**src/inc/occ_pkg.sv**
```systemverilog
// occ_pkg: constants for the output configuration select control block.
// assumes: a plain register port with byte addresses and 32-bit words.
package occ_pkg;

    // sizes
    localparam int OCC_NUM_OUT = 3;
    localparam int OCC_NUM_CFG = 4;
    localparam int OCC_SEL_W = 2;
    localparam int OCC_ADDR_W = 8;
    localparam int OCC_DATA_W = 32;

    // register byte addresses
    localparam logic [7:0] OCC_CFG0_ADDR = 8'h00;
    localparam logic [7:0] OCC_CFG1_ADDR = 8'h04;
    localparam logic [7:0] OCC_CFG2_ADDR = 8'h08;
    localparam logic [7:0] OCC_CFG3_ADDR = 8'h0C;
    localparam logic [7:0] OCC_STAT_ADDR = 8'h10;
    // the slot index sits just above the byte lanes of a word
    localparam int OCC_WORD_LSB = 2;

    // configuration slot fields
    localparam int OCC_CFG_EN_LSB = 0;
    localparam int OCC_CFG_DIFF_BIT = 3;
    localparam int OCC_CFG_HIZ_LSB = 4;
    localparam int OCC_CFG_W = 7;
    // blank slot: every output off, low idle, single ended
    localparam logic [6:0] OCC_CFG_RESET = 7'h00;

    // status fields
    localparam int OCC_STAT_SEL_LSB = 0;
    localparam int OCC_STAT_ACT_LSB = 2;
    localparam int OCC_STAT_RUN_BIT = 5;
    localparam int OCC_STAT_DIFF_BIT = 6;
    localparam int OCC_STAT_HIZ_LSB = 7;

    // the differential pair is outputs 0 and 1, governed by gate pin 1
    localparam int OCC_DIFF_GATE_IDX = 1;
    localparam int OCC_PAIR_OUTS = 2;

    // output buffer state
    typedef enum logic [1:0] {
        OCC_BUF_LOW = 2'b00,
        OCC_BUF_RUN = 2'b01,
        OCC_BUF_HIZ = 2'b10
    } occ_buf_t;

endpackage

```
**src/logic/occ_select_ctrl.sv**
```systemverilog
// occ_select_ctrl: configuration select, output gating and power-down control.
// assumes: pins already synchronous to clk_sys; the pad pull-down on the
// power-down pin is modelled by the power_down_driven input.
// limitation: a live selector change switches at once; relock time is left to the board.
//
// The placing of the registers and the strobed register port were decided locally.
`timescale 1ns/1ps

////////////////////////////////////////////////////////////////////////////////
module occ_select_ctrl
    import occ_pkg::*;
#(
    parameter int NUM_OUT = OCC_NUM_OUT
) (
    // clock and reset
    input wire logic clk_sys,
    input wire logic sys_rst,
    // register port
    input wire logic [OCC_ADDR_W-1:0] reg_addr,
    input wire logic [OCC_DATA_W-1:0] reg_wdata,
    input wire logic reg_wr,
    input wire logic reg_rd,
    output logic [OCC_DATA_W-1:0] reg_rdata,
    // control pins
    input wire logic [OCC_SEL_W-1:0] cfg_select,
    input wire logic [NUM_OUT-1:0] output_gate_pin,
    input wire logic power_down_n,
    input wire logic power_down_driven,
    // core and output buffer control
    output logic core_run,
    output logic [OCC_SEL_W-1:0] cfg_applied,
    output logic diff_mode,
    output logic [NUM_OUT-1:0] out_run,
    output logic [NUM_OUT-1:0] out_drive_low,
    output logic [NUM_OUT-1:0] out_hiz
);

////////////////////////////////////////////////////////////////////////////////
// configuration slots and register port

    logic [OCC_CFG_W-1:0] cfg_reg [OCC_NUM_CFG];
    logic [OCC_DATA_W-1:0] rdata_reg;
    logic [OCC_DATA_W-1:0] rdata_next;
    logic [OCC_DATA_W-1:0] stat_word;
    logic [OCC_CFG_W-1:0] sel_word;
    logic [OCC_CFG_W-1:0] read_cfg;
    logic is_cfg;
    logic is_stat;
    logic addr_aligned;
    logic addr_in_slots;
    logic slot_wr;
    logic [OCC_SEL_W-1:0] cfg_idx;

    // an offset inside a word is refused rather than aliased onto a slot
    assign addr_aligned = (reg_addr[OCC_WORD_LSB-1:0] == '0);
    assign addr_in_slots = (reg_addr >= OCC_CFG0_ADDR) && (reg_addr <= OCC_CFG3_ADDR);
    assign is_cfg = addr_in_slots && addr_aligned;
    assign is_stat = (reg_addr == OCC_STAT_ADDR);
    assign cfg_idx = reg_addr[OCC_WORD_LSB +: OCC_SEL_W];
    assign slot_wr = reg_wr && is_cfg;
    assign read_cfg = cfg_reg[cfg_idx];
    // unmapped addresses read as zero and ignore writes
    assign rdata_next = is_cfg ? {{(OCC_DATA_W-OCC_CFG_W){1'b0}}, read_cfg}
                      : is_stat ? stat_word : '0;

    // slots reset blank so no output runs until software fills one
    always_ff @(posedge clk_sys or posedge sys_rst) begin
        if (sys_rst) begin
            for (int i = 0; i < OCC_NUM_CFG; i++) begin
                cfg_reg[i] <= OCC_CFG_RESET;
            end
        end else if (slot_wr) begin
            cfg_reg[cfg_idx] <= reg_wdata[OCC_CFG_W-1:0];
        end
    end

    // read data falls back to zero after its cycle so a stale word never lingers
    always_ff @(posedge clk_sys or posedge sys_rst) begin
        if (sys_rst) begin
            rdata_reg <= '0;
        end else begin
            rdata_reg <= reg_rd ? rdata_next : '0;
        end
    end

    assign reg_rdata = rdata_reg;

////////////////////////////////////////////////////////////////////////////////
// power-down and slot selection

    logic pd_level;
    logic run_reg;
    logic [OCC_SEL_W-1:0] applied_reg;
    logic [OCC_SEL_W-1:0] applied_next;
    logic diff_reg;
    logic diff_next;
    logic pair_sel;

    // an undriven pin is pulled low, so power stays off
    assign pd_level = power_down_driven & power_down_n;
    // selector used straight as the slot index, live at every cycle
    assign sel_word = cfg_reg[cfg_select];
    // held at slot 0 while powered down so restart begins from a known slot
    assign applied_next = pd_level ? cfg_select : '0;
    // pair mode comes from the selected slot, so a live switch can change it
    assign pair_sel = sel_word[OCC_CFG_DIFF_BIT];
    assign diff_next = pd_level & pair_sel;

    // core run depends on power-down alone, never on gate pins
    always_ff @(posedge clk_sys or posedge sys_rst) begin
        if (sys_rst) begin
            run_reg <= 1'b0;
            applied_reg <= '0;
            diff_reg <= 1'b0;
        end else begin
            run_reg <= pd_level;
            applied_reg <= applied_next;
            diff_reg <= diff_next;
        end
    end

    assign core_run = run_reg;
    assign cfg_applied = applied_reg;
    assign diff_mode = diff_reg;

////////////////////////////////////////////////////////////////////////////////
// per-output buffer control

    occ_buf_t buf_next [NUM_OUT];
    logic [NUM_OUT-1:0] gate_eff;
    logic [NUM_OUT-1:0] slot_en;
    logic [NUM_OUT-1:0] slot_hiz;
    logic [NUM_OUT-1:0] run_reg_o;
    logic [NUM_OUT-1:0] low_reg_o;
    logic [NUM_OUT-1:0] hiz_reg_o;

    genvar g;
    generate
        for (g = 0; g < NUM_OUT; g++) begin : g_out
            // slot fields for this output, taken from the selected slot
            assign slot_en[g] = sel_word[OCC_CFG_EN_LSB+g];
            assign slot_hiz[g] = sel_word[OCC_CFG_HIZ_LSB+g];

            // pair members both follow the pair's gate pin; gate pin 0 is then ignored
            if (g < OCC_PAIR_OUTS) begin : g_pair
                assign gate_eff[g] = pair_sel
                                     ? output_gate_pin[OCC_DIFF_GATE_IDX]
                                     : output_gate_pin[g];
            end else begin : g_single
                assign gate_eff[g] = output_gate_pin[g];
            end

            always_comb begin
                if (!pd_level) begin
                    buf_next[g] = OCC_BUF_LOW;
                end else if (slot_en[g] && gate_eff[g]) begin
                    buf_next[g] = OCC_BUF_RUN;
                end else if (slot_hiz[g]) begin
                    buf_next[g] = OCC_BUF_HIZ;
                end else begin
                    buf_next[g] = OCC_BUF_LOW;
                end
            end

            // three flags from one state, so exactly one is ever high
            always_ff @(posedge clk_sys or posedge sys_rst) begin
                if (sys_rst) begin
                    run_reg_o[g] <= 1'b0;
                    low_reg_o[g] <= 1'b1;
                    hiz_reg_o[g] <= 1'b0;
                end else begin
                    run_reg_o[g] <= (buf_next[g] == OCC_BUF_RUN);
                    low_reg_o[g] <= (buf_next[g] == OCC_BUF_LOW);
                    hiz_reg_o[g] <= (buf_next[g] == OCC_BUF_HIZ);
                end
            end
        end
    endgenerate

    assign out_run = run_reg_o;
    assign out_drive_low = low_reg_o;
    assign out_hiz = hiz_reg_o;

    // status: applied slot, running outputs, core run, pair mode, idle hiz
    assign stat_word = {{(OCC_DATA_W-OCC_STAT_HIZ_LSB-NUM_OUT){1'b0}}, hiz_reg_o,
                        diff_reg, run_reg, run_reg_o, applied_reg};

    // per-output checks, one copy for each buffer
    generate
        for (genvar k = 0; k < NUM_OUT; k++) begin : g_chk

        end
    endgenerate
endmodule

```
**config.mk**
```make
export PLATFORM = sky130hd
export DESIGN_NAME = occ_select_ctrl
export DESIGN_NICKNAME = d
export VERILOG_FILES = /design/src/inc/occ_pkg.sv /design/src/logic/occ_select_ctrl.sv
export SDC_FILE = /design/constraint.sdc
export NUM_CORES = 1
export LEC_CHECK = 0
export BUFFER_PORTS_ARGS = -buffer_cell sky130_fd_sc_hd__buf_2
export CAP_MARGIN = 20
export CORE_MARGIN = 2
export CORE_UTILIZATION = 49
export DETAILED_ROUTE_END_ITERATION = 12
export MAX_ROUTING_LAYER = met4
export PLACE_DENSITY = 0.89
export REMOVE_ABC_BUFFERS = 1
export SKIP_LAST_GASP = 1
export SLEW_MARGIN = 20
export SYNTH_ARGS = -nofsm -noshare
export SYNTH_HDL_FRONTEND = slang
export SYNTH_SLANG_ARGS = --single-unit
```
**constraint.sdc**
```tcl
create_clock -name clk_sys -period 1.8 [get_ports clk_sys]
set_clock_uncertainty 0.15 [all_clocks]
set_input_delay 0.18 -clock clk_sys [delete_from_list [all_inputs] [get_ports clk_sys]]
set_output_delay 0.18 -clock clk_sys [all_outputs]
set_load 0.1 [all_outputs]
```
==> After elaboration in Yosys (flattened, before gate mapping) <==
Index checks and enable logic that the tools add are counted.
{ "classes": {"order_cmp": 5, "eq_ne": 7, "muxes": 23, "bitwise": 4, "n_reduce_logical": 11} }
{ "ops": {"columns": ["operator", "n"], "rows": [
  ["$mux 7", 5],
  ["$mux 10", 3],
  ["$bmux 7 s2", 2],
  ["$bwmux 28", 1],
  ["$mux 2", 10],
  ["$demux 7 s2", 1],
  ["$eq 8x5->1 const B", 1],
  ["$ge 8x1->1 const B", 1],
  ["$le 8x4->1 const B", 1],
  ["$logic_not 2->1", 4],
  ["$logic_and 1x1->1", 7],
  ["$eq 2x1->1 const B", 3],
  ["$eq 2x2->1 const B", 3],
  ["$ge 3x3->1 const B", 2],
  ["$not 2->3", 2],
  ["$lt 3x1->1 const B", 1],
  ["$and 1x1->1", 2],
  ["$mux 1", 1]
]} }
{ "word_totals": {"ff_bits": 51, "inputBits": 51, "output_inout_bits": 45, "wordCells": 67} }

==> Logic depth before layout (Yosys ltp) <==
Gate-level depths: netlist of the first run.
{ "logic_depth": {"word_depth": 9, "ltp_mapped": 4, "depth_no_buf": 4} }

==> Least setup slack after synthesis of the first run <==
Ideal clock, no wire load.
{ "synth_path": {"path_type": "input -> register", "startpoint": "input port reg_addr[5]", "endpoint": "register cfg_reg[21] (netlist name)", "setup_time_ns": 0.125, "t_arrival_ns": 1.668, "t_required_ns": 1.525, "path_slack_ns": -0.142, "stages": 4, "path_buffers": 1, "cell_sequence": "or4_1 buf_2 nor4b_4 mux2_2"} }
{ "synth_between": {"elab_chain_len": 4, "elab_cells_between_ends": 5, "cone_classes": "order compare (2); reduce/logical (3)"} }
{ "synth_rtl": {"columns": ["element", "line_no", "rtl"], "rows": [
  ["start, declared", "occ_select_ctrl.sv:19", "input wire logic [OCC_ADDR_W-1:0] reg_addr,"],
  ["$ge 8x1->1 / $le 8x4->1 (equally long branches)", "occ_select_ctrl.sv:56", "assign addr_in_slots = (reg_addr >= OCC_CFG0_ADDR) && (reg_addr <= OCC_CFG3_ADDR);"],
  ["$logic_and 1x1->1 *", "occ_select_ctrl.sv:56", null],
  ["$logic_and 1x1->1 *", "occ_select_ctrl.sv:57", "assign is_cfg = addr_in_slots && addr_aligned;"],
  ["$logic_and 1x1->1 *", "occ_select_ctrl.sv:60", "assign slot_wr = reg_wr && is_cfg;"],
  ["end signal, assigned by index", "occ_select_ctrl.sv:73", "cfg_reg[cfg_idx] <= reg_wdata[OCC_CFG_W-1:0];"],
  ["end, declared", "occ_select_ctrl.sv:41", "logic [OCC_CFG_W-1:0] cfg_reg [OCC_NUM_CFG];"]
]} }
Mark *: on every way between the ends. The rest lies on a longest branch, timed or not.
A chain may end at the register's enable or synchronous reset.

==> Final worst setup path of the first run <==
{ "layout_path": {"startpoint": "input port reg_addr[5]", "endpoint": "register cfg_reg[24] (netlist name)"} }
The elaborated chain is that of the path after synthesis.

==> metrics.txt, run 1 <==
arrival time reported for the critical path endpoint between 1.5 and 2 ns; outcome complete, no violations; number of max-slew violations in the final report 0; final count of hold timing violations 0; insertion delay of the later-clocked pin in the worst-skew pair 0.31 ns; die height 75.1 um; number of ports placed on the die boundary 96; number of diodes 0; setup violators final 0; RSZ-0062 raised after global routing false; synthesized area roughly 2500 um2; highest attainable clock frequency approximately 570 MHz; H-Tree Depth 2; Synth async-reset ratio 1.00; proportion of layout cells with a drive suffix above 1 0.473; via count ~1600; global-route wire length before repair a little over 8000 um; CTS tree done; area used by multi-input combinational logic about 1100 um2; number of global-route vias before repair 1677; Total Die Area between 5000 and 6000 um2; max FFs per register 28; setup slack at placement -0.270 ns; Synth area leaders sky130_fd_sc_hd__dfrtp_1, sky130_fd_sc_hd__mux2_2, sky130_fd_sc_hd__mux4_2; max-slew headroom at the worst pin 0.310; met3 routing resource usage after global routing 0.0535; Final HPWL DP around 3800 um; cell taking the most area after synthesis sky130_fd_sc_hd__dfrtp_1; register bit count reported by yosys 51; leftover overflow at the end of global routing 0; Worst Slack Setup Final between 0.04 and 0.05 ns; Layout Nets just under 300; path class of the lowest-slack min-delay path input pin to flip-flop; number of enable-type register cells in the synthesized netlist 0; layer with the highest usage after global routing met2; Max Cap Viol 0; length in cells of the worst reg-to-reg path 3; final wirelength between 4000 and 5000 um; number of nets with antenna violations after routing 0; Inst Count DP 292; number of buffers on the longest clock path 2; Avg Inst Size Synth between 10 and 15 um2; x dimension of the die 75.1 um; start-to-end type of the worst setup path input pin to flip-flop; RD Place Congestion just over 0.8; iteration count of the initial detailed-routing pass 4; Worst IR Drop VDD roughly 0.46 mV; number of sinks handled by clock tree synthesis 51; Total GRT Usage 0.205; actual transition at the worst max-transition pin approximately 1.0 ns; top flip-flop cell by instance count after synthesis sky130_fd_sc_hd__dfrtp_1; Yosys warning count 0; fraction of met1 tracks used by global routing 0.229; leakage component of the power 0.00153 uW; Sequential cell area roughly 1300 um2; Max FO, Critical Path 7; fill cell total of the finished layout between 300 and 400; count of placed standard cells in the final layout, fillers left out between 300 and 400; startpoint class of the critical path input pin; share of the synthesized area in the top cell type 0.486; number of cells traversed by the worst hold path 2; CORE AREA ~4800 um2; final design area excluding fillers slightly below 3000 um2; post-detailed-route wirelength per cell approximately 16 um; total DRC errors in the routed layout 0; most common cell in the synthesized netlist sky130_fd_sc_hd__dfrtp_1; type of element capturing the critical path flip-flop; sequential fraction of the synthesis area 0.517; starting utilization of the core area 0.517; standard cell area after detailed placement ~2800 um2; count of input and output buffers 48; via density per instance ~5.2; library cells used by synthesis 25; largest net degree at the start of global routing 29; register clock-pin slew on the reported worst setup and hold paths 0.09 ns; Global Route met2 Usage 0.362; Crit path required time 1.85 ns; power density cells 849 nW/um2; minimum clock period after layout around 1.8 ns; clock tree root buffer cell sky130_fd_sc_hd__clkbuf_8; Setup TNS 0 ns; total clock buffers created by CTS 5; top post-synthesis cells by count sky130_fd_sc_hd__dfrtp_1, sky130_fd_sc_hd__mux2_2, sky130_fd_sc_hd__buf_4; relative area change from synthesis to final layout 20.6%; number of antenna violations at the first check in global routing 0; Syn Inst Count ~180; number of cell rows 25; initial drt markers slightly above 90; Final period util 0.974; minimum hold slack approximately 0.012 ns
kinds of logic after synthesis:
group | Yosys count | synth area share
other | 1 | 0.00152
muxes | 43 | 0.259
DFF | 51 | 0.517
AOI/OAI and AO/OA | 11 | 0.0329
buffers and inverters | 32 | 0.0830
and+or+nand+nor | 38 | 0.106
per-layer routing:
metal / part of all wire / wire length (um) / up-vias
met5: 0 / 0 / -
met4: 0.014 / 69 / 0
met3: 0.066 / 330 / 10
met2: 0.52 / 2610 / 68
met1: 0.40 / 1980 / 815
li1: - / - / 725
timing repair:
action / CTS / global route
setup buffers: 0 / 0
endpoints found under the hold margin: 39 / 0
setup endpoints to repair: 0 / 2
hold buffers: 10 / 0
gates resized for setup: 0 / 1
critical path, stage by stage:
cell	delay, ns
sky130_fd_sc_hd__buf_2	0.10
sky130_fd_sc_hd__or4_1	0.51
sky130_fd_sc_hd__buf_4	0.19
sky130_fd_sc_hd__nor4b_4	0.24
sky130_fd_sc_hd__buf_4	0.21
sky130_fd_sc_hd__mux2_2	0.35
through the flow:
step | total power [uW] | utilization
global placement | 1680 | 0.576
floorplan | 1590 | -
CTS | 2540 | 0.623
global route | 2620 | 0.624
finish | 2530 | 0.624
detailed placement | 1690 | 0.576
layout make-up:
cell class / count / area share
clock buffers: 6 / 0.0277
repair buffers: 66 / 0.140
flip-flops and latches: 51 / 0.429
well taps: 67 / 0.0281
clock inverters: 2 / 0.0130
multi-input cells: 114 / 0.358
inverters: 4 / 0.00503
layout by cell type (no fill, tap or decap), types with 2 or more instances in the layout:
cell type                       instances
sky130_fd_sc_hd__dfrtp_1               48
sky130_fd_sc_hd__buf_2                 48
sky130_fd_sc_hd__mux2_2                29
sky130_fd_sc_hd__conb_1                22
sky130_fd_sc_hd__mux4_2                14
sky130_fd_sc_hd__nor2_1                10
sky130_fd_sc_hd__dlygate4sd3_1         10
sky130_fd_sc_hd__and3_1                 9
sky130_fd_sc_hd__a22oi_1                7
sky130_fd_sc_hd__nand2_1                6
sky130_fd_sc_hd__clkbuf_8               6
sky130_fd_sc_hd__buf_4                  6
sky130_fd_sc_hd__nand2b_1               3
sky130_fd_sc_hd__nor4_4                 3
sky130_fd_sc_hd__inv_1                  3
sky130_fd_sc_hd__dfstp_2                3
sky130_fd_sc_hd__and2_1                 2
sky130_fd_sc_hd__a21o_1                 2
report_power, final:
part | internal (uW) | switching, uW | total (uW)
Sequential | 1180 | 24.7 | 1210
Clock | 457 | 386 | 843
Combinational | 118 | 363 | 481
final timing paths:
check / startpoint / endpoint / slack (ns)
min in group asynchronous: sys_rst / reg_rdata[9]$_DFF_PP0_ / 0.29
worst min register to register: out_hiz[2]$_DFF_PP0_ / reg_rdata[9]$_DFF_PP0_ / 0.36
max in group asynchronous: sys_rst / cfg_reg[4]$_DFFE_PP0P_ / 0.70
worst max-delay path: reg_addr[5] / cfg_reg[24]$_DFFE_PP0P_ / 0.05
worst min-delay path: reg_wdata[3] / cfg_reg[3]$_DFFE_PP0P_ / 0.01
worst max register to register: cfg_reg[3]$_DFFE_PP0P_ / out_hiz[0]$_DFF_PP0_ / 0.17
Note: power is estimated with default switching activity, not from simulation.
==> inputs of run 2 (changes only) <==
==> constraint.sdc (replaced) <==
create_clock -name clk_sys -period 1.8 [get_ports clk_sys]
set_clock_uncertainty 0.15 [all_clocks]
set_input_delay 0.09 -clock clk_sys [delete_from_list [all_inputs] [get_ports clk_sys]]
set_output_delay 0.09 -clock clk_sys [all_outputs]
set_load 0.1 [all_outputs]
==> run 2 against run 1 <==
Net effect: critical path depth fell by 3; global-route usage fell by 0.41 points; setup slack improved by 0.055 ns; core utilization rose by 0.42 points; clock power fell by 6.3%; largest cell class unchanged; highest routed layer unchanged.
==> metrics.txt, run 2 (same netlist as run 1, synthesis figures left out) <==
proportion of layout cells with a drive suffix above 1 0.463; largest net degree at the start of global routing 29; CP Buf/Inv Count 0; clock tree root buffer cell sky130_fd_sc_hd__clkbuf_8; type of element capturing the critical path flip-flop; met2 WL post-DR ~2500 um; CORE AREA about 4800 um2; number of max-slew violations in the final report 0; Max FO, Critical Path 3; die height approximately 75 um; starting utilization of the core area 0.517; count of input and output buffers 48; max FFs per register 28; highest-delay cell along the critical path sky130_fd_sc_hd__mux4_2; Total GRT Usage 0.201; hold_sp cfg_select[1]; initial drt markers approximately 140; total power consumption of the routed design approximately 2500 uW; register clock-pin slew on the reported worst setup and hold paths 0.09 ns; count of instances resized after the clock tree is built 0; Layout Nets 296; insertion delay of the later-clocked pin in the worst-skew pair slightly above 0.3 ns; max-slew headroom at the worst pin 0.291; power density cells 826 nW/um2; top layer in use met4; via density per instance approximately 5.2; arrival time reported for the critical path endpoint 1.77 ns; x dimension of the die 75.1 um; setup slack at placement -0.178 ns; startpoint class of the critical path flip-flop; Worst path max stage delay 0.52 ns; number of cell rows 25; Total Die Area roughly 5600 um2; worst reg2reg path startpoint cfg_reg[3]$_DFFE_PP0P_; outcome complete, no violations; Final period util 0.943; RSZ-0062 raised after global routing false; total clock buffers created by CTS 5; number of nets with antenna violations after routing 0; post-detailed-route wirelength per cell between 15 and 20 um; delay-heaviest family, CP multiplexers; launch point of the critical path cfg_reg[3]$_DFFE_PP0P_; Setup TNS 0 ns; setup violators final 0; H-Tree Depth 2; Final HPWL DP about 3700 um; RD Place Congestion roughly 0.84; number of diodes 0; leakage component of the power approximately 0.0015 uW; Met3 Wirelength between 200 and 300 um; path class of the lowest-slack min-delay path input pin to flip-flop; Worst IR Drop VDD roughly 0.43 mV; Worst Slack Setup Final 0.102 ns; start-to-end type of the worst setup path flip-flop to flip-flop; CTS tree done; minimum clock period after layout around 1.7 ns; post-layout utilization of the core 0.628; Post-CTS Setup Bufs 0; number of buffers on the longest clock path 2; crit-path cells mux4_2 > mux2_2 > a31oi_1; Max Cap Viol 0; total DRC errors in the routed layout 0; number of antenna violations at the first check in global routing 0; most frequent cells in the layout sky130_fd_sc_hd__dfrtp_1, sky130_fd_sc_hd__buf_2, sky130_fd_sc_hd__mux2_2, sky130_fd_sc_hd__conb_1; number of sinks handled by clock tree synthesis 51; number of global-route vias before repair 1657; highest attainable clock frequency roughly 590 MHz; relative area change from synthesis to final layout 21.4%; actual transition at the worst max-transition pin ~1.1 ns; global-route wire length before repair just under 8000 um; iteration count of the initial detailed-routing pass 4; final count of hold timing violations 0; final wirelength 4910 um; Routed met1 length approximately 2000 um; number of ports placed on the die boundary 96; Crit path required time between 1.5 and 2 ns; via count about 1600; leftover overflow at the end of global routing 0
run 2: cell count changes in the layout (fill, tap and decap cells not counted), sizes merged:
cell	delta
inv	-1
clkbuf	-1
clkinv	+2
dlygate4sd3	+4
buf	-1
run 2: path summary, 6_finish.rpt:
kind	to	slack [ns]	cells after the start
min	cfg_applied[1]$_DFF_PP0_	0.04	2
min reg2reg	reg_rdata[7]$_DFF_PP0_	0.36	1
max reg2reg	out_drive_low[0]$_DFF_PP1_	0.10	3
min in group asynchronous	reg_rdata[8]$_DFF_PP0_	0.19	3
max in group asynchronous	cfg_reg[26]$_DFFE_PP0P_	0.79	4
max	out_drive_low[0]$_DFF_PP1_	0.10	3
run 2: layer usage:
layer  track usage  up-vias
li1              -      733
met1         0.227      816
met2         0.328       67
met3        0.0375       12
met4         0.129        0
met5             -        -
run 2: report_power, final:
part           leakage (uW)  internal, uW  switching [uW]
clock network     0.0000581           414             376
logic              0.000781           123             363
registers          0.000695          1180            24.0
total               0.00153          1720             763
run 2: stage by stage:
stage / hold WS (ns) / instance area, um2 / instances
5_1_grt: 0.0424 / 3000 / 313
4_1_cts: 0.0328 / 3000 / 313
6_report: 0.0383 / 3000 / 313
3_3_place_gp: -0.0131 / 2750 / 291
3_5_place_dp: -0.00671 / 2750 / 291
2_1_floorplan: 0.0633 / 2360 / 169
run 2: repair_timing:
action                     CTS  global route
setup endpoints to repair    0             0
hold endpoints to repair    60             0
hold buffers                14             0
run 2: worst register-to-register path: stages, from the launching register on:
cell and delay [ns]:
sky130_fd_sc_hd__dfrtp_1 0.40, sky130_fd_sc_hd__mux4_2 0.52, sky130_fd_sc_hd__mux2_2 0.33, sky130_fd_sc_hd__a31oi_1 0.22
run 2: layout make-up:
type,instances,area (um2)
clock buffer,5,68.8
tap,67,83.8
inverter,4,15.0
sequential,51,1280
clock inverter,3,43.8
fill,364,1780
multi-input combinational,114,1070
timing repair buffer,69,445
